## src/verilog/tid_pkg.sv

```systemverilog
// Package: constants, opcodes and carriers of the instruction decoder
package tid_pkg;

   // Avalon register byte offsets
   localparam logic [3:0] REG_CTRL = 4'h0;
   localparam logic [3:0] REG_CORE = 4'h4;
   localparam logic [3:0] REG_PCFG = 4'h8;

   // Special file addresses
   localparam logic [4:0] FA_TIMER  = 5'h01;
   localparam logic [4:0] FA_PCL    = 5'h02;
   localparam logic [4:0] FA_STATUS = 5'h03;
   localparam logic [4:0] FA_PORT_LO = 5'h05;
   localparam logic [4:0] FA_PORT_HI = 5'h07;
   localparam logic [2:0] TRISTATE_LOAD_OP_FIRST_PORT = 3'h6;

   // Status bit positions
   localparam int ST_C    = 0;
   localparam int ST_DC   = 1;
   localparam int ST_Z    = 2;
   localparam int ST_PD   = 3;
   localparam int ST_TO   = 4;
   localparam int ST_PA_LO = 5;
   localparam int ST_PA_HI = 6;
   // Option bit: 1 = prescaler on watchdog, 0 = on timer
   localparam int OPT_PSA = 3;

   // Reset values
   localparam logic [7:0] RST_W      = 8'h00;
   localparam logic [7:0] RST_STATUS = 8'h18;
   localparam logic [2:0] RST_BANK   = 3'h0;
   localparam logic [7:0] RST_OPTION = 8'hFF;
   localparam logic [7:0] RST_TRISTATE_LOAD_OP   = 8'hFF;
   localparam logic       RST_ENABLE = 1'b1;

   // Opcode patterns, ? = operand bit
   localparam logic [11:0] OPC_NOP    = 12'h000;
   localparam logic [11:0] OPC_OPTION = 12'h002;
   localparam logic [11:0] OPC_SLEEP  = 12'h003;
   localparam logic [11:0] OPC_WDTCLR = 12'h004;
   localparam logic [11:0] OPC_TRISTATE_LOAD_OP   = 12'b0000_0000_0???;
   localparam logic [11:0] OPC_BANK   = 12'b0000_0001_0???;
   localparam logic [11:0] OPC_RET    = 12'h01E;
   localparam logic [11:0] OPC_RETI   = 12'h01F;
   localparam logic [11:0] OPC_MOVE_WORK_TO_FILE  = 12'b0000_001?_????;
   localparam logic [11:0] OPC_CLEAR_WORK   = 12'b0000_010?_????;
   localparam logic [11:0] OPC_CLEAR_FILE   = 12'b0000_011?_????;
   localparam logic [11:0] OPC_SUB    = 12'b0000_10??_????;
   localparam logic [11:0] OPC_DEC    = 12'b0000_11??_????;
   localparam logic [11:0] OPC_IOR    = 12'b0001_00??_????;
   localparam logic [11:0] OPC_AND    = 12'b0001_01??_????;
   localparam logic [11:0] OPC_XOR    = 12'b0001_10??_????;
   localparam logic [11:0] OPC_ADD    = 12'b0001_11??_????;
   localparam logic [11:0] OPC_MOVE_FILE   = 12'b0010_00??_????;
   localparam logic [11:0] OPC_COM    = 12'b0010_01??_????;
   localparam logic [11:0] OPC_INC    = 12'b0010_10??_????;
   localparam logic [11:0] OPC_DECSZ  = 12'b0010_11??_????;
   localparam logic [11:0] OPC_RRC    = 12'b0011_00??_????;
   localparam logic [11:0] OPC_RLC    = 12'b0011_01??_????;
   localparam logic [11:0] OPC_SWAP   = 12'b0011_10??_????;
   localparam logic [11:0] OPC_INCSZ  = 12'b0011_11??_????;
   localparam logic [11:0] OPC_BCLR   = 12'b0100_????_????;
   localparam logic [11:0] OPC_BSET   = 12'b0101_????_????;
   localparam logic [11:0] OPC_BTSC   = 12'b0110_????_????;
   localparam logic [11:0] OPC_BTSS   = 12'b0111_????_????;
   localparam logic [11:0] OPC_RETLIT = 12'b1000_????_????;
   localparam logic [11:0] OPC_CALL   = 12'b1001_????_????;
   localparam logic [11:0] OPC_JUMP   = 12'b101?_????_????;
   localparam logic [11:0] OPC_MOVL   = 12'b1100_????_????;
   localparam logic [11:0] OPC_IORL   = 12'b1101_????_????;
   localparam logic [11:0] OPC_ANDL   = 12'b1110_????_????;
   localparam logic [11:0] OPC_XORL   = 12'b1111_????_????;

   typedef enum logic [3:0] {
      ALU_PASS_F, ALU_PASS_W, ALU_ADD, ALU_SUB, ALU_AND, ALU_OR,
      ALU_XOR, ALU_COM, ALU_INC, ALU_DEC, ALU_RLC, ALU_RRC,
      ALU_SWAP, ALU_CLR, ALU_BCLR, ALU_BSET
   } tid_alu_op_t;

   typedef enum logic [1:0] {
      SKIP_NONE = 2'h0, SKIP_ZERO = 2'h1, SKIP_BSET = 2'h3, SKIP_BCLR = 2'h2
   } tid_skip_t;

   // Pin levels of the three ports, highest address first (lowest address in the low byte)
   typedef struct packed {
      logic [7:0] port7;
      logic [7:0] port6;
      logic [7:0] port5;
   } tid_pins_t;

   // Controls toward datapath, stack and fetch
   typedef struct packed {
      logic        file_we;
      logic [4:0]  file_addr;
      logic [7:0]  file_wdata;
      logic        pc_load;
      logic [10:0] pc_target;
      logic        pc_from_stack;
      logic        stack_push;
      logic        stack_pop;
      logic        flush_next;
      logic        presc_clr;
      logic        wdt_clr;
      logic        sleep;
   } tid_ctl_t;

   function automatic logic tid_is_port(input logic [4:0] a);
      return (a >= FA_PORT_LO) && (a <= FA_PORT_HI);
   endfunction

endpackage
```

## src/verilog/tid_alu.sv

```systemverilog
// Arithmetic and logic unit for the decoder's byte and bit operations
`timescale 1ns/1ps
module tid_alu (
   input  tid_pkg::tid_alu_op_t op,
   input  wire logic [7:0]      w_val,
   input  wire logic [7:0]      f_val,
   input  wire logic [2:0]      bit_sel,
   input  wire logic            carry_in,
   output logic [7:0]           result,
   output logic                 carry_out,
   output logic                 dcarry_out
);
   logic [8:0] sum;
   logic [4:0] nib;
   logic [7:0] mask;

   always_comb begin
      mask = 8'h01 << bit_sel;
      sum = 9'h000;
      nib = 5'h00;
      result = f_val;
      carry_out = carry_in;
      dcarry_out = 1'b0;
      unique case (op)
         tid_pkg::ALU_PASS_F: result = f_val;
         tid_pkg::ALU_PASS_W: result = w_val;
         tid_pkg::ALU_ADD: begin
            sum = {1'b0, f_val} + {1'b0, w_val};
            nib = {1'b0, f_val[3:0]} + {1'b0, w_val[3:0]};
            result = sum[7:0];
            carry_out = sum[8];
            dcarry_out = nib[4];
         end
         tid_pkg::ALU_SUB: begin
            // Carry set means no borrow
            sum = {1'b0, f_val} + {1'b0, ~w_val} + 9'h001;
            nib = {1'b0, f_val[3:0]} + {1'b0, ~w_val[3:0]} + 5'h01;
            result = sum[7:0];
            carry_out = sum[8];
            dcarry_out = nib[4];
         end
         tid_pkg::ALU_AND:  result = w_val & f_val;
         tid_pkg::ALU_OR:   result = w_val | f_val;
         tid_pkg::ALU_XOR:  result = w_val ^ f_val;
         tid_pkg::ALU_COM:  result = ~f_val;
         tid_pkg::ALU_INC:  result = f_val + 8'h01;
         tid_pkg::ALU_DEC:  result = f_val - 8'h01;
         tid_pkg::ALU_RLC: begin
            result = {f_val[6:0], carry_in};
            carry_out = f_val[7];
         end
         tid_pkg::ALU_RRC: begin
            result = {carry_in, f_val[7:1]};
            carry_out = f_val[0];
         end
         tid_pkg::ALU_SWAP: result = {f_val[3:0], f_val[7:4]};
         tid_pkg::ALU_CLR:  result = 8'h00;
         tid_pkg::ALU_BCLR: result = f_val & ~mask;
         tid_pkg::ALU_BSET: result = f_val | mask;
      endcase
   end
endmodule

```

## src/verilog/tid_decoder.sv

```systemverilog
// Twelve-bit instruction decoder and executer with Avalon control port
`timescale 1ns/1ps
module tid_decoder (
   input  wire logic              clk,
   input  wire logic              rst_b,
   input  wire logic              instr_valid,
   input  wire logic [11:0]       instr,
   input  wire logic [7:0]        file_rdata,
   input  tid_pkg::tid_pins_t     pin_levels,
   output tid_pkg::tid_ctl_t      ctl_q,
   output logic [7:0]             w_q,
   output logic [7:0]             status_q,
   output logic [2:0]             bank_q,
   output logic [7:0]             option_q,
   output logic [7:0]             tristate_load_op_q,
   input  wire logic [3:0]        avs_address,
   input  wire logic              avs_read,
   input  wire logic              avs_write,
   input  wire logic [31:0]       avs_writedata,
   input  wire logic [3:0]        avs_byteenable,
   output logic [31:0]            avs_readdata,
   output logic                   avs_waitrequest
);
   tid_pkg::tid_alu_op_t op;
   tid_pkg::tid_skip_t   skip_kind;
   logic       use_lit;
   logic       to_w;
   logic       to_file;
   logic       upd_c;
   logic       upd_dc;
   logic       upd_z;
   logic       is_jump;
   logic       is_call;
   logic       is_ret;
   logic       is_retlit;
   logic       is_bank;
   logic       is_option;
   logic       is_tristate_load_op;
   logic       is_sleep;
   logic       is_wdtclr;
   logic       enable_q;
   logic       flush_q;
   logic       exec;
   logic [4:0] faddr;
   logic [7:0] f_eff;
   logic [7:0] alu_b;
   logic [7:0] res;
   logic       c_out;
   logic       dc_out;
   logic       res_zero;
   logic       skip_now;
   logic       pcl_write;
   logic       pc_change;
   logic [1:0] page;

   assign faddr = instr[4:0];
   assign page = status_q[tid_pkg::ST_PA_HI:tid_pkg::ST_PA_LO];
   // A word fetched behind a branch or taken skip is dropped as a no-op
   assign exec = instr_valid && enable_q && !flush_q;

   // Operand source; ports give pin levels, not latches
   always_comb begin
      if (faddr == tid_pkg::FA_STATUS) begin
         f_eff = status_q;
      end else if (tid_pkg::tid_is_port(faddr)) begin
         unique case (faddr)
            tid_pkg::FA_PORT_LO: f_eff = pin_levels.port5;
            tid_pkg::FA_PORT_HI: f_eff = pin_levels.port7;
            default:             f_eff = pin_levels.port6;
         endcase
      end else begin
         f_eff = file_rdata;
      end
   end

   always_comb begin
      op = tid_pkg::ALU_PASS_F;
      skip_kind = tid_pkg::SKIP_NONE;
      use_lit = 1'b0;
      to_w = 1'b0;
      to_file = 1'b0;
      upd_c = 1'b0;
      upd_dc = 1'b0;
      upd_z = 1'b0;
      is_jump = 1'b0;
      is_call = 1'b0;
      is_ret = 1'b0;
      is_retlit = 1'b0;
      is_bank = 1'b0;
      is_option = 1'b0;
      is_tristate_load_op = 1'b0;
      is_sleep = 1'b0;
      is_wdtclr = 1'b0;
      casez (instr)
         tid_pkg::OPC_NOP:    ;
         tid_pkg::OPC_OPTION: is_option = 1'b1;
         tid_pkg::OPC_SLEEP:  is_sleep = 1'b1;
         tid_pkg::OPC_WDTCLR: is_wdtclr = 1'b1;
         tid_pkg::OPC_TRISTATE_LOAD_OP:   is_tristate_load_op = 1'b1;
         tid_pkg::OPC_BANK:   is_bank = 1'b1;
         tid_pkg::OPC_RET,
         tid_pkg::OPC_RETI:   is_ret = 1'b1;
         tid_pkg::OPC_MOVE_WORK_TO_FILE: begin
            op = tid_pkg::ALU_PASS_W;
            to_file = 1'b1;
         end
         tid_pkg::OPC_CLEAR_WORK: begin
            op = tid_pkg::ALU_CLR;
            to_w = 1'b1;
            upd_z = 1'b1;
         end
         tid_pkg::OPC_CLEAR_FILE: begin
            op = tid_pkg::ALU_CLR;
            to_file = 1'b1;
            upd_z = 1'b1;
         end
         tid_pkg::OPC_BCLR: begin
            op = tid_pkg::ALU_BCLR;
            to_file = 1'b1;
         end
         tid_pkg::OPC_BSET: begin
            op = tid_pkg::ALU_BSET;
            to_file = 1'b1;
         end
         tid_pkg::OPC_BTSC:   skip_kind = tid_pkg::SKIP_BCLR;
         tid_pkg::OPC_BTSS:   skip_kind = tid_pkg::SKIP_BSET;
         tid_pkg::OPC_RETLIT: begin
            is_retlit = 1'b1;
            use_lit = 1'b1;
            to_w = 1'b1;
         end
         tid_pkg::OPC_CALL:   is_call = 1'b1;
         tid_pkg::OPC_JUMP:   is_jump = 1'b1;
         tid_pkg::OPC_MOVL: begin
            use_lit = 1'b1;
            to_w = 1'b1;
         end
         tid_pkg::OPC_IORL,
         tid_pkg::OPC_ANDL,
         tid_pkg::OPC_XORL: begin
            op = (instr[9:8] == 2'b01) ? tid_pkg::ALU_OR :
                 (instr[9:8] == 2'b10) ? tid_pkg::ALU_AND : tid_pkg::ALU_XOR;
            use_lit = 1'b1;
            to_w = 1'b1;
            upd_z = 1'b1;
         end
         default: begin
            // Byte operations 0000 10.. through 0011 11..
            to_w = !instr[5];
            to_file = instr[5];
            upd_z = 1'b1;
            casez (instr)
               tid_pkg::OPC_SUB: begin
                  op = tid_pkg::ALU_SUB;
                  upd_c = 1'b1;
                  upd_dc = 1'b1;
               end
               tid_pkg::OPC_DEC: op = tid_pkg::ALU_DEC;
               tid_pkg::OPC_IOR: op = tid_pkg::ALU_OR;
               tid_pkg::OPC_AND: op = tid_pkg::ALU_AND;
               tid_pkg::OPC_XOR: op = tid_pkg::ALU_XOR;
               tid_pkg::OPC_ADD: begin
                  op = tid_pkg::ALU_ADD;
                  upd_c = 1'b1;
                  upd_dc = 1'b1;
               end
               tid_pkg::OPC_MOVE_FILE: op = tid_pkg::ALU_PASS_F;
               tid_pkg::OPC_COM:  op = tid_pkg::ALU_COM;
               tid_pkg::OPC_INC:  op = tid_pkg::ALU_INC;
               tid_pkg::OPC_DECSZ,
               tid_pkg::OPC_INCSZ: begin
                  op = instr[8] ? tid_pkg::ALU_INC : tid_pkg::ALU_DEC;
                  skip_kind = tid_pkg::SKIP_ZERO;
                  upd_z = 1'b0;
               end
               tid_pkg::OPC_RRC,
               tid_pkg::OPC_RLC: begin
                  op = instr[6] ? tid_pkg::ALU_RLC : tid_pkg::ALU_RRC;
                  upd_c = 1'b1;
                  upd_z = 1'b0;
               end
               tid_pkg::OPC_SWAP: begin
                  op = tid_pkg::ALU_SWAP;
                  upd_z = 1'b0;
               end
               default: begin
                  to_w = 1'b0;
                  to_file = 1'b0;
                  upd_z = 1'b0;
               end
            endcase
         end
      endcase
   end

   assign alu_b = use_lit ? instr[7:0] : f_eff;

   tid_alu u_alu (
      .op         (op),
      .w_val      (w_q),
      .f_val      (alu_b),
      .bit_sel    (instr[7:5]),
      .carry_in   (status_q[tid_pkg::ST_C]),
      .result     (res),
      .carry_out  (c_out),
      .dcarry_out (dc_out)
   );

   assign res_zero = (res == 8'h00);
   always_comb begin
      unique case (skip_kind)
         tid_pkg::SKIP_ZERO: skip_now = res_zero;
         tid_pkg::SKIP_BCLR: skip_now = !f_eff[instr[7:5]];
         tid_pkg::SKIP_BSET: skip_now = f_eff[instr[7:5]];
         default:            skip_now = 1'b0;
      endcase
   end
   assign pcl_write = to_file && (faddr == tid_pkg::FA_PCL);
   assign pc_change = is_jump || is_call || is_ret || is_retlit || pcl_write;

   // Decoded controls, registered toward datapath and fetch
   always_ff @(posedge clk) begin
      if (!rst_b) begin
         ctl_q <= '0;
      end else begin
         ctl_q <= '0;
         if (exec) begin
            ctl_q.file_we <= to_file;
            ctl_q.file_addr <= faddr;
            ctl_q.file_wdata <= res;
            ctl_q.pc_load <= is_jump || is_call || pcl_write;
            if (is_jump) begin
               ctl_q.pc_target <= {page, instr[8:0]};
            end else begin
               ctl_q.pc_target <= {page, 1'b0, (is_call ? instr[7:0] : res)};
            end
            ctl_q.stack_push <= is_call;
            ctl_q.pc_from_stack <= is_ret || is_retlit;
            ctl_q.stack_pop <= is_ret || is_retlit;
            ctl_q.flush_next <= pc_change || skip_now;
            ctl_q.presc_clr <= to_file && (faddr == tid_pkg::FA_TIMER)
                               && !option_q[tid_pkg::OPT_PSA];
            ctl_q.wdt_clr <= is_wdtclr;
            ctl_q.sleep <= is_sleep;
         end
      end
   end

   // Second cycle of a branch or taken skip
   always_ff @(posedge clk) begin
      if (!rst_b) begin
         flush_q <= 1'b0;
      end else if (instr_valid && flush_q) begin
         flush_q <= 1'b0;
      end else if (exec) begin
         flush_q <= pc_change || skip_now;
      end
   end

   always_ff @(posedge clk) begin
      if (!rst_b) begin
         w_q <= tid_pkg::RST_W;
      end else if (exec && to_w) begin
         w_q <= res;
      end
   end

   always_ff @(posedge clk) begin
      if (!rst_b) begin
         status_q <= tid_pkg::RST_STATUS;
      end else if (exec) begin
         // Timeout and powerdown bits are not writable as a file
         if (to_file && faddr == tid_pkg::FA_STATUS) begin
            status_q <= {res[7:5], status_q[4:3], res[2:0]};
         end
         if (upd_c) status_q[tid_pkg::ST_C] <= c_out;
         if (upd_dc) status_q[tid_pkg::ST_DC] <= dc_out;
         if (upd_z) status_q[tid_pkg::ST_Z] <= res_zero;
         if (is_sleep || is_wdtclr) begin
            status_q[tid_pkg::ST_TO] <= 1'b1;
            status_q[tid_pkg::ST_PD] <= is_wdtclr;
         end
      end
   end

   always_ff @(posedge clk) begin
      if (!rst_b) begin
         bank_q <= tid_pkg::RST_BANK;
      end else if (exec && is_bank) begin
         bank_q <= instr[2:0];
      end
   end

   always_ff @(posedge clk) begin
      if (!rst_b) begin
         option_q <= tid_pkg::RST_OPTION;
      end else if (exec && is_option) begin
         option_q <= w_q;
      end
   end

   always_ff @(posedge clk) begin
      if (!rst_b) begin
         tristate_load_op_q <= tid_pkg::RST_TRISTATE_LOAD_OP;
      end else if (exec && is_tristate_load_op && instr[2:0] == tid_pkg::TRISTATE_LOAD_OP_FIRST_PORT) begin
         tristate_load_op_q <= w_q;
      end
   end

   // Avalon slave: one wait state, then the access completes
   always_ff @(posedge clk) begin
      if (!rst_b) begin
         avs_waitrequest <= 1'b1;
      end else if ((avs_read || avs_write) && avs_waitrequest) begin
         avs_waitrequest <= 1'b0;
      end else begin
         avs_waitrequest <= 1'b1;
      end
   end

   always_ff @(posedge clk) begin
      if (!rst_b) begin
         avs_readdata <= 32'h0000_0000;
      end else if (avs_read && avs_waitrequest) begin
         unique case (avs_address)
            tid_pkg::REG_CTRL: avs_readdata <= {31'h0000_0000, enable_q};
            tid_pkg::REG_CORE: avs_readdata <= {13'h0000, bank_q, status_q, w_q};
            tid_pkg::REG_PCFG: avs_readdata <= {16'h0000, tristate_load_op_q, option_q};
            default:           avs_readdata <= 32'h0000_0000;
         endcase
      end
   end

   // Decode enable lets software hold the core without stopping fetch
   always_ff @(posedge clk) begin
      if (!rst_b) begin
         enable_q <= tid_pkg::RST_ENABLE;
      end else if (avs_write && !avs_waitrequest && avs_byteenable[0]
                   && avs_address == tid_pkg::REG_CTRL) begin
         enable_q <= avs_writedata[0];
      end
   end

endmodule

```

## config.mk

```make
export PLATFORM = sky130hd
export DESIGN_NAME = tid_decoder
export DESIGN_NICKNAME = d
export VERILOG_FILES = /design/src/verilog/tid_pkg.sv /design/src/verilog/tid_alu.sv /design/src/verilog/tid_decoder.sv
export SDC_FILE = /design/constraint.sdc
export NUM_CORES = 1
export LEC_CHECK = 0
export BUFFER_PORTS_ARGS = -buffer_cell sky130_fd_sc_hd__buf_2
export CAP_MARGIN = 10
export CORE_ASPECT_RATIO = 0.75
export CORE_MARGIN = 8
export CORE_UTILIZATION = 49
export DETAILED_ROUTE_END_ITERATION = 12
export PLACE_DENSITY = 0.82
export SETUP_SLACK_MARGIN = 0.02
export SLEW_MARGIN = 20
export SYNTH_ARGS = -nofsm -noshare
export SYNTH_HDL_FRONTEND = slang
export SYNTH_SLANG_ARGS = --single-unit
```

## constraint.sdc

```tcl
create_clock -name clk -period 5.3 [get_ports clk]
set_input_delay 0.53 -clock clk [delete_from_list [all_inputs] [get_ports clk]]
set_output_delay 0.53 -clock clk [all_outputs]
set_load 0.02 [all_outputs]
```

=== Word-level counts from Yosys, hierarchy flattened ===
Cells that the tools add are included.

* Register bits: 102
* Input port bits: 89

* Muxes and demuxes: 61
* Add/sub/neg operators: 8
* Shift operators: 1
* Reductions and logical operators: 68
* Magnitude comparators: 3
* Equal/unequal tests: 63
* Bitwise gates (word level): 10

{| class="wikitable"
|+ Operators by type and width
! cell !! count
|-
| 8-bit case mux with 16 select lines || 1
|-
| 4-bit equality test (second input constant) || 15
|-
| 19-bit case mux with 3 select lines || 1
|-
| 6-bit by 4-bit equality test with 1-bit output (second input constant) || 8
|-
| 4-bit case mux with 11 select lines || 1
|-
| 8-bit 2-to-1 mux || 5
|-
| 1-bit 2-to-1 mux || 37
|-
| 4-bit by 3-bit equality test with 1-bit output (second input constant) || 9
|-
| 14-bit OR reduction || 2
|-
| 12-bit by 2-bit equality test with 1-bit output (second input constant) || 2
|-
| 12-bit by 5-bit equality test with 1-bit output (second input constant) || 2
|-
| 6-bit by 3-bit equality test with 1-bit output (second input constant) || 4
|-
| 8-bit NOT || 3
|-
| 4-bit case mux with 6 select lines || 1
|-
| 8-bit by 8-bit adder with 9-bit output || 2
|-
| 1-bit logical AND || 18
|-
| 18-bit OR reduction || 1
|-
| 8-bit bitwise AND || 2
|-
| 8-bit OR || 2
|-
| 8-bit case mux with 2 select lines || 1
|-
| 16-bit OR reduction || 1
|-
| 7-bit by 2-bit equality test with 1-bit output (second input constant) || 2
|-
| 13-bit OR reduction || 1
|-
| 12-bit by 3-bit equality test with 1-bit output (second input constant) || 1
|-
| 49 further kinds || 92
|}

=== Longest topological paths before layout ===
Gate-level depths: netlist of run 1.

* Depth in word-level cells: 11
* Depth in mapped cells: 23
* Depth with buffers taken out: 20

=== Hierarchy ===
Synthesis of run 1 repeated with hierarchy kept, for this count alone.

* Cells, all modules: 929
* Area total of the unflattened synthesis: 7200.7 um^2

{| class="wikitable"
|+ Modules (own cells, without submodules)
! module !! area an instance (um^2) !! times used !! sequential area each (um^2) !! cells each
|-
| tid_decoder || 4663.2 || 1 || 1761.7 || 549
|-
| tid_alu || 2537.4 || 1 || 0.0 || 380
|}

=== Worst setup path after synthesis of run 1 ===
No wires, ideal clock.

* Path type: input to register
* Start: in instr[8]
* End: reg flush_q
* Data arrival time: 4960 ps
* Setup slack: 278 ps
* Cell stages on the path: 22
* Setup time: 62 ps
* Cells stage by stage: inv_1 ha_1 buf_2 o41ai_2 o21ai_1 and4bb_4 a41oi_4 clkbuf_1 nor2_1 inv_1 fa_1 nor2b_1 nor3_1 o21bai_1 a21oi_1 xnor2_1 a21oi_1 o221ai_1 nor3b_1 nand4_1 or4_1 nand3_1

* Cells in the longest elaborated chain, start to end: 11

{| class="wikitable"
|+ RTL lines
! element !! RTL line !! text
|-
| start, declared || tid_decoder.sv:7 || <nowiki>input wire logic [11:0] instr,</nowiki>
|-
| 4-bit equality test || tid_decoder.sv:94 || <nowiki>casez (instr)</nowiki>
|-
| 5-bit OR reduction (no line) || n/a ||
|-
| 1-bit 2-to-1 mux (2 in series) || tid_decoder.sv:94 ||
|-
| 8-bit 2-to-1 mux || tid_decoder.sv:196 || <nowiki>assign alu_b = use_lit ? instr[7:0] : f_eff;</nowiki>
|-
| 8-bit by 8-bit adder with 9-bit output || tid_alu.sv:36 || <nowiki>sum = {1'b0, f_val} + {1'b0, ~w_val} + 9'h001;</nowiki>
|-
| 9-bit by 1-bit adder with 9-bit output || tid_alu.sv:36 ||
|-
| 8-bit case mux with 16 select lines || tid_alu.sv:24 || <nowiki>unique case (op)</nowiki>
|-
| 8-bit logical NOT || tid_decoder.sv:209 || <nowiki>assign res_zero = (res == 8'h00);</nowiki>
|-
| 1-bit case mux with 3 select lines || tid_decoder.sv:211 || <nowiki>unique case (skip_kind)</nowiki>
|-
| 1-bit logical OR (*) || tid_decoder.sv:256 || <nowiki>flush_q <= pc_change || skip_now;</nowiki>
|-
| end signal, assigned || tid_decoder.sv:256 ||
|-
| end, declared || tid_decoder.sv:42 || <nowiki>logic flush_q;</nowiki>
|}

Mark *: on every way between the ends. The rest lies on a longest branch, timed or not.
A chain may end at the register's enable or synchronous reset.

=== Worst setup path after layout of run 1 ===
* Start: in instr[9]
* End: reg flush_q

Same word-level chain as after synthesis.

==> results of run 1 <==
-- synth_stat cells, types with 6 or more instances --
| library cell | instances | area share |
|---|---|---|
| o21ai_1 | 8 | 0.0059 |
| ha_1 | 26 | 0.048 |
| a211oi_1 | 24 | 0.026 |
| o21ai_0 | 29 | 0.021 |
| inv_1 | 29 | 0.016 |
| xnor2_1 | 6 | 0.0077 |
| and3_1 | 14 | 0.013 |
| nor2_1 | 120 | 0.066 |
| nor3_1 | 23 | 0.017 |
| a32oi_1 | 8 | 0.010 |
| buf_2 | 19 | 0.014 |
| nand4_1 | 11 | 0.010 |
| a21o_1 | 12 | 0.013 |
| buf_4 | 20 | 0.022 |
| nand3_1 | 33 | 0.024 |
| o211ai_1 | 16 | 0.018 |
| o21bai_1 | 7 | 0.0077 |
| nor2b_1 | 14 | 0.013 |
| nand2_1 | 67 | 0.037 |
| nand2b_1 | 6 | 0.0055 |
| mux2_2 | 7 | 0.012 |
| o32ai_1 | 6 | 0.0077 |
| dfxtp_1 | 88 | 0.26 |
| clkbuf_1 | 30 | 0.016 |
| a31oi_1 | 12 | 0.011 |
| nor3b_1 | 6 | 0.0066 |
| o221ai_1 | 9 | 0.012 |
| mux2i_1 | 20 | 0.029 |
| a22oi_1 | 18 | 0.020 |
| a21oi_1 | 83 | 0.061 |
-- cell families (layout without fill, tap and decap cells) --
kind of cell	count (synthesis)	after routing	synth area share
flops	88	88	0.258
fa+ha+maj	29	29	0.0564
xor+xnor	10	10	0.0128
simple gates	348	348	0.263
other cells	2	14	0.00110
mux	28	28	0.0441
compound gates	286	286	0.294
buf+inv	101	238	0.0710
-- registers in the layout (all words and copies together), names as in the netlist, 3 cells and up --
name,cells
w_q,8
option_q,8
tristate_load_op_q,8
status_q,7
bank_q,3
ctl_q,32
avs_readdata,19
-- through the flow --
step	cell area, sq um	instances	worst slack, ns
finish	8120	1216	0.498
global route	8120	1216	0.205
CTS	8120	1216	0.630
detailed placement	7820	1200	0.296
global placement	7820	1200	0.399
floorplan	6880	904	0.278
-- cell type report --
class | instances | area (sq um) | area share
clock buffer | 9 | 225 | 0.0277
clock inverter | 7 | 75.1 | 0.00924
inverter | 30 | 113 | 0.0139
multi-input combinational | 715 | 4640 | 0.571
sequential | 88 | 1760 | 0.217
tap | 175 | 219 | 0.0270
timing repair buffer | 192 | 1090 | 0.134
-- worst max path at each step --
stage / from / endpoint / slack (ns) / depth (start not counted)
6_report: instr[9] / flush_q$_SDFFE_PP0P_ / 0.50 / 21
5_1_grt: instr[9] / flush_q$_SDFFE_PP0P_ / 0.21 / 21
4_1_cts: instr[8] / flush_q$_SDFFE_PP0P_ / 0.63 / 21
3_5_place_dp: instr[8] / flush_q$_SDFFE_PP0P_ / 0.30 / 21
3_3_place_gp: instr[8] / status_q[2]$_SDFFE_PN0P_ / 0.40 / 21
2_1_floorplan: instr[8] / flush_q$_SDFFE_PP0P_ / 0.28 / 22
-- layer usage --
| metal | vias up | GRT usage | wire length [um] |
|---|---|---|---|
| met5 | - | 0 | 0 |
| met1 | 3649 | 0.385 | 10900 |
| met3 | 80 | 0.0870 | 3780 |
| met4 | 0 | 0.0965 | 835 |
| li1 | 3555 | - | - |
| met2 | 601 | 0.409 | 11000 |
-- worst max-delay path, stage by stage --
cell and delay (ns):
buf_2 0.16, inv_1 0.09, ha_1 0.33, o41ai_2 0.38, o21ai_1 0.19, and4bb_4 0.40, a41oi_4 0.12, nor2_1 0.17
buf_4 0.15, ha_1 0.18, nand4_1 0.10, o32ai_1 0.28, o22ai_1 0.14, and2_1 0.18, xor2_1 0.32, o211ai_1 0.15
nor4_1 0.35, buf_4 0.24, nand4_1 0.07, or4_1 0.44, nand3_1 0.11
-- where the power goes --
group / internal, uW / switching (uW) / total (uW)
sequential: 681 / 22.7 / 704
combinational: 244 / 428 / 672
clock: 334 / 304 / 637
total: 1260 / 754 / 2010
==> metrics.cfg, run 1 <==
[status]
status = completed

[sta]
fin_crit_sh = 0.906
skew_ns = 0.0124
max_freq_ghz = 0.208
rsz0062_at_grt = false
hold_ws_ns = 0.411
finalSetupViolations = 0
tns_ns = 0
maxSlewHeadroom = 0.413
post-route-min-period_ns = 4.80
final_max_slew_viol_count = 0
timing.final.hold_violations = 0
worstMarginPinSlew_ns = 0.880

[clock_network]
htreeDepth = 3
cts_resized = 0
cts-hold-fix-buffers = 0
cts_buffers = 9
clk_latency_ns = 0.35
clock-sinks = 88
postCtsSetupBuffers = 0
root_buffer = clkbuf_16
clockBufferDepth = 2
path_clk_slew_ns = 0.08
cts_tree = built

[synth]
synth_ff_type = dfxtp_1
synth_edf_count = 0
synth-seq-cells = 88
synth_seq_area_share = 0.258
syn_avg_cell_area_sq_um = 7.67
synth-async-reset-ratio = 0
synth_cell_types = 95
netlist_area_sq_mm = 0.00684
ys_warn_count = 0
syn_inst = 892

[floorplan]
coreArea_sq_mm = 0.0137
die_w_um = 152
die_area_sq_mm = 0.0180
rows = 37
io_pins = 190
die_y_um = 118
initial_core_util = 0.501

[pwr]
p_per_area_mw_per_mm2 = 248
peakVddDrop_v = 0.000181
p_leak_uw = 0.00346
total_power_uw = 2010

[final_layout]
post-route-util = 0.595
diodes = 0
drive_gt1_frac = 0.245
nNetsFinal = 1154
layout_commonest_cell = buf_2
area_growth_pct = 18.8
final_cell_mix = buf_2, nor2_1, dfxtp_1
fillers = 1253

[global_routing]
grt_pass1_vias = 7302
antenna_found_initial = 0
grt_max_degree = 35
grt_pass1_wl_um = 41300
grt.total_usage = 0.281
grt_remaining_overflow = 0

[placement]
dp_hpwl_um = 20200
io_buffer_count = 141
gp_congestion = 1.03

[setup_path]
critical_path_class = in -> reg
rr_endpoint = flush_q$_SDFFE_PP0P_
required_ns = 5.59
r2r_slack_ns = 0.97
reg2reg_from = status_q[0]$_SDFFE_PN0P_
startpoint_type = input port
crit_arrival_ns = 5.09
worst_setup_path_end_kind = flip-flop
crit_fanout = 10
reg2regPathDepth = 19

[min_path]
hold_depth = 3
min_to = enable_q$_SDFFE_PN1P_
hp-start = avs_writedata[0]
holdCritPathClass = in -> reg

[detailed_routing]
vias = 7885
drt-initial-drc-count = 1357
route.antenna.remaining_nets = 0
routed_via_density = 6.48
routed_wl_um = 26500
first_pass_iters = 6
wire_per_inst_um = 21.8
drc = 0

[job]
maxCapViolCount = 0

(Power assumes the default switching activity.)
==> run 2, diff against run 1 <==
Settings changed: CORE_UTILIZATION 49 to 50, MAX_ROUTING_LAYER set to met4, PLACE_DENSITY 0.82 to 0.8.
Clock period 5.3 ns to 4.8 ns, I/O delays scaled along.
==> metrics.cfg, run 2 (synthesized netlist as in run 1, its figures left out) <==
[pwr]
peakVddDrop_v = 0.000231  ; +28%
comb_power_share = 0.344  ; +0.010
switchingPower_uw = 837  ; +11%
p_leak_uw = 0.00361  ; +4.3%
p_per_area_mw_per_mm2 = 269  ; +8.6%
p_int_uw = 1410  ; +12%
swShare = 0.372  ; -0.00255
p_clk_frac = 0.311  ; -0.006
power_frac_seq = 0.345  ; -0.005

[detailed_routing]
wire_per_inst_um = 21.3  ; -2.3%
first_pass_iters = 6  ; unchanged
drc = 0  ; unchanged
vias = 7878  ; -0.089%
dr_wl_met3_um = 3740  ; -1.0%
drt-initial-drc-count = 1072  ; -21%
routed_via_density = 6.32  ; -2.5%
routed-wl-met2_um = 10900  ; -0.36%
routed_wl_um = 26500  ; about the same
top_layer = met4
met1_length_um = 11200  ; +2.8%
route.antenna.remaining_nets = 0  ; unchanged

[job]
maxCapViolCount = 0  ; unchanged

[clock_network]
cts_buffers = 9  ; unchanged
cts_tree = built
root_buffer = clkbuf_16
clk_latency_ns = 0.35  ; about the same
postCtsSetupBuffers = 0  ; unchanged
htreeDepth = 3  ; unchanged
clock-sinks = 88  ; unchanged
clockBufferDepth = 2  ; unchanged
path_clk_slew_ns = 0.07  ; about the same
cts-hold-fix-buffers = 0  ; unchanged
cts_resized = 0  ; unchanged

[global_routing]
grt_pass1_vias = 7090  ; -2.9%
grt_max_degree = 34  ; -2.9%
antenna_found_initial = 0  ; unchanged
grt_remaining_overflow = 0  ; unchanged
grt.total_usage = 0.292  ; +0.0109
grt_pass1_wl_um = 39100  ; -5.2%

[setup_path]
crit_fanout = 16  ; +6
required_ns = 5.09  ; -0.50 ns
crit_start = instr[3]
crit_arrival_ns = 4.83  ; -0.26 ns
startpoint_type = input port
critical_path_class = in -> reg
reg2reg_from = status_q[0]$_SDFFE_PN0P_
worst_setup_path_end_kind = flip-flop

[final_layout]
top_register = ctl_q
largest_register_ffs = 32  ; unchanged
top_regs = ctl_q: 32 flops, avs_readdata: 19 flops
final_cell_mix = buf_2, nor2_1, dfxtp_1
fillers = 1232  ; -1.7%
diodes = 0  ; unchanged
layout_commonest_cell = buf_2
post-route-util = 0.619  ; +0.0241
nNetsFinal = 1184  ; +2.6%
drive_gt1_frac = 0.270  ; +0.0249
area_growth_pct = 22.4

[floorplan]
io_pins = 190  ; unchanged
die_area_sq_mm = 0.0177  ; -1.8%
rows = 37  ; unchanged
die_y_um = 117  ; -0.87%
die_w_um = 151  ; -0.90%
initial_core_util = 0.506  ; +0.00514
coreArea_sq_mm = 0.0135  ; -1.0%

[min_path]
holdCritPathClass = in -> reg
hp-start = avs_write

[sta]
timing.final.hold_violations = 0  ; unchanged
fin_crit_sh = 0.945
finalSetupViolations = 0  ; unchanged
hold_ws_ns = 0.379  ; -0.0326 ns
final_max_slew_viol_count = 0  ; unchanged
worstMarginPinSlew_ns = 0.944  ; +0.0648 ns
max_freq_ghz = 0.220
rsz0062_at_grt = false
skew_ns = 0.0106  ; -0.00179 ns
post-route-min-period_ns = 4.54
maxSlewHeadroom = 0.370  ; -0.0432

[placement]
gp_congestion = 1.03  ; about the same
io_buffer_count = 141  ; unchanged
dp_hpwl_um = 20700  ; +2.2%

[status]
status = completed

==> run 2: cell count changes in the layout (fill, tap and decap cells not counted) <==
cell and change:
nor3_1 -2, buf_4 +30, nor2_1 -1, nor3b_1 -1, nor2_2 +1, nor3b_2 +1
nor3_2 +2
==> run 2: critical path, stage by stage <==
cell and delay [ns]:
buf_2 0.10, buf_4 0.19, nand4bb_1 0.26, buf_4 0.20, nor2_1 0.33, nand2_1 0.13
a31oi_1 0.57, ha_1 0.44, a21oi_1 0.17, nor2_1 0.10, o31ai_1 0.39, o21a_1 0.16
o21ai_0 0.10, a21oi_1 0.21, nor3b_2 0.19, buf_4 0.17, nand4_1 0.08, or4_1 0.44
nand3_1 0.10
==> run 2: path summary, 6_finish.rpt <==
kind	endpoint	slack [ns]	cells after the start
min reg2reg	avs_readdata[16]$_SDFFE_PN0P_	0.45	2
max	flush_q$_SDFFE_PP0P_	0.26	19
min	avs_waitrequest$_SDFF_PN1_	0.38	2
max reg2reg	flush_q$_SDFFE_PP0P_	0.68	19
==> run 2: layer usage <==
metal  vias up  track usage
met3        82       0.0903
met2       532        0.415
met1      3649        0.390
met4         0       0.0855
li1       3615            -
met5         -            -
==> run 2: area by class of cell <==
class / instances / area (sq um) / share of cell area
Multi-Input combinational cell: 715 / 4660 / 0.557
Sequential cell: 88 / 1760 / 0.211
Timing Repair Buffer: 222 / 1310 / 0.157
Clock buffer: 9 / 225 / 0.0269
Tap cell: 175 / 219 / 0.0262
Inverter: 30 / 113 / 0.0135
Clock inverter: 7 / 75.1 / 0.00897
==> run 2: power groups by stage <==
stage          clock (uW)  sequential (uW)  combinational, uW
4_1_cts               701              776                742
3_5_place_dp            0              793                737
5_1_grt               738              778                819
2_1_floorplan           0              812                442
3_3_place_gp            0              792                733
6_report              700              776                775
==> run 2: through the flow <==
stage	setup TNS, ns	area, sq um	setup slack (ns)	total power, uW	instances
6_report	0	8370	0.263	2250	1246
5_1_grt	0	8370	0.0362	2340	1246
4_1_cts	0	8360	0.321	2220	1246
3_5_place_dp	-0.0200	8060	-0.0114	1530	1230
3_3_place_gp	-0.0357	8060	-0.0195	1520	1230
2_1_floorplan	0	6890	0.0800	1250	904
==> run 3, diff against run 2 <==
Settings changed: GPL_TIMING_DRIVEN set to 0, REMOVE_ABC_BUFFERS set to 1.
==> metrics.cfg, run 3 (synthesized netlist as in run 1, its figures left out) <==
[detailed_routing]
first_pass_iters = 8  ; +2
drc = 0  ; unchanged
routed_via_density = 6.56  ; +3.7%
drt-initial-drc-count = 1083  ; +1.0%
route.antenna.remaining_nets = 0  ; unchanged
routed_wl_um = 25900  ; -2.3%
vias = 7791  ; -1.1%
wire_per_inst_um = 21.8  ; +2.5%

[global_routing]
antenna_found_initial = 0  ; unchanged
grt_pass1_wl_um = 39000  ; -0.41%
grt_max_degree = 35  ; +2.9%
grt.total_usage = 0.286  ; -0.00568
grt_remaining_overflow = 0  ; unchanged
grt_pass1_vias = 6928  ; -2.3%

[placement]
place_ws_ns = -1.53  ; -1.52 ns
dp_hpwl_um = 19100  ; -7.8%
gp_congestion = 1.03  ; +0.41%
io_buffer_count = 141  ; unchanged

[clock_network]
cts_buffers = 9  ; unchanged
root_buffer = clkbuf_16
htreeDepth = 3  ; unchanged
clockBufferDepth = 2  ; unchanged
clock-sinks = 88  ; unchanged
path_clk_slew_ns = 0.07  ; about the same
cts_tree = built
clk_latency_ns = 0.34  ; about the same

[final_layout]
largest_register_ffs = 32  ; unchanged
layout_commonest_cell = buf_2
fillers = 1223  ; -0.73%
top_register = ctl_q
drive_gt1_frac = 0.258  ; -0.0122
nNetsFinal = 1126  ; -4.9%
top_regs = ctl_q: 32 flops, avs_readdata: 19 flops
final_cell_mix = buf_2, nor2_1, dfxtp_1
diodes = 0  ; unchanged
area_growth_pct = 19.5

[sta]
fin_crit_sh = 0.985  ; +0.0400
maxSlewHeadroom = 0.287  ; -0.0828
timing.final.hold_violations = 0  ; unchanged
finalSetupViolations = 0  ; unchanged
worstMarginPinSlew_ns = 1.07  ; +0.123 ns
hold_ws_ns = 0.346  ; -0.0327 ns
post-route-min-period_ns = 4.73  ; +0.192 ns
layout_setup_ws_ns = 0.0710  ; -0.192 ns
final_max_slew_viol_count = 0  ; unchanged
max_freq_ghz = 0.211  ; -4.1%
skew_ns = 0.0118  ; +0.00115 ns
tns_ns = 0  ; unchanged

[pwr]
p_leak_uw = 0.00337  ; -6.6%
p_per_area_mw_per_mm2 = 270  ; +0.45%
peakVddDrop_v = 0.000220  ; -4.9%

[setup_path]
startpoint_type = input port
crit_arrival_ns = 5.00  ; +0.17 ns
reg2regPathDepth = 17  ; -2
worst_setup_path_end_kind = flip-flop
critical_path_class = in -> reg
crit_fanout = 33  ; +17
required_ns = 5.07  ; -0.02 ns

[floorplan]
initial_core_util = 0.506  ; unchanged
coreArea_sq_mm = 0.0135  ; unchanged
io_pins = 190  ; unchanged
rows = 37  ; unchanged
die_y_um = 117  ; unchanged
die_area_sq_mm = 0.0177  ; unchanged
die_w_um = 151  ; unchanged

[status]
status = completed

[min_path]
holdCritPathClass = in -> reg
hold_depth = 2  ; unchanged

[job]
maxCapViolCount = 0  ; unchanged

==> run 3: cell count changes in the layout (fill, tap and decap cells not counted), moves of 3 or more <==
cell / change
clkbuf_4: +4
a21oi_2: +6
ha_1: -4
buf_2: -6
nor2_4: +3
a21oi_1: -6
buf_4: -57
==> run 3: cell type report <==
type                       count  area (sq um)  area share
multi-input combinational    715          4880       0.597
clock buffer                   9           225      0.0276
inverter                      30           113      0.0138
sequential                    88          1760       0.216
timing repair buffer         164           897       0.110
tap                          175           219      0.0268
clock inverter                 7          75.1     0.00919
==> run 3: power by group <==
part           total [uW]  internal (uW)  switching (uW)
Sequential            776            752            23.9
Clock                 694            368             325
Combinational         738            259             479
Total                2210           1380             829
==> run 3: repair_timing <==
item,4_1_cts,5_1_grt
buffers inserted,12,8
gates resized for setup,22,31
endpoints found under the setup margin,25,5
pin swaps,7,9
endpoints found under the hold margin,0,0
hold buffers,0,0
==> run 3: worst paths after layout <==
path / startpoint / endpoint / slack [ns]
min reg2reg: avs_readdata[16]$_SDFFE_PN0P_ / avs_readdata[16]$_SDFFE_PN0P_ / 0.45
max reg2reg: status_q[0]$_SDFFE_PN0P_ / status_q[2]$_SDFFE_PN0P_ / 0.33
min: avs_write / avs_waitrequest$_SDFF_PN1_ / 0.35
max: instr[1] / status_q[2]$_SDFFE_PN0P_ / 0.07
==> run 3: layer usage <==
| layer | up-vias | part of all wire | track usage |
|---|---|---|---|
| li1 | 3510 | - | - |
| met1 | 3657 | 0.42 | 0.397 |
| met2 | 556 | 0.42 | 0.405 |
| met3 | 68 | 0.14 | 0.0569 |
| met4 | 0 | 0.026 | 0.0986 |
| met5 | - | 0 | - |
==> run 3: metrics by stage <==
stage | utilization | area, sq um | total power (uW) | instances
2_1_floorplan | - | 6510 | 1210 | 833
3_3_place_gp | 0.550 | 7430 | 1430 | 1149
3_5_place_dp | 0.554 | 7480 | 1440 | 1152
4_1_cts | 0.590 | 7980 | 2160 | 1180
5_1_grt | 0.604 | 8170 | 2290 | 1188
6_report | 0.604 | 8170 | 2210 | 1188
==> run 3: critical path: stages <==
cell       delay (ns)
buf_6            0.25
mux2_2           0.37
a2bb2oi_1        0.16
a31oi_1          0.33
a21oi_2          0.22
inv_1            0.21
ha_1             0.20
inv_1            0.05
fa_1             0.40
a21o_1           0.21
a21oi_2          0.22
xor2_1           0.13
a2bb2oi_1        0.18
o22ai_1          0.10
a211o_1          0.33
nor3_4           0.35
nand2_1          0.12
or4_1            0.53
o21ai_1          0.13
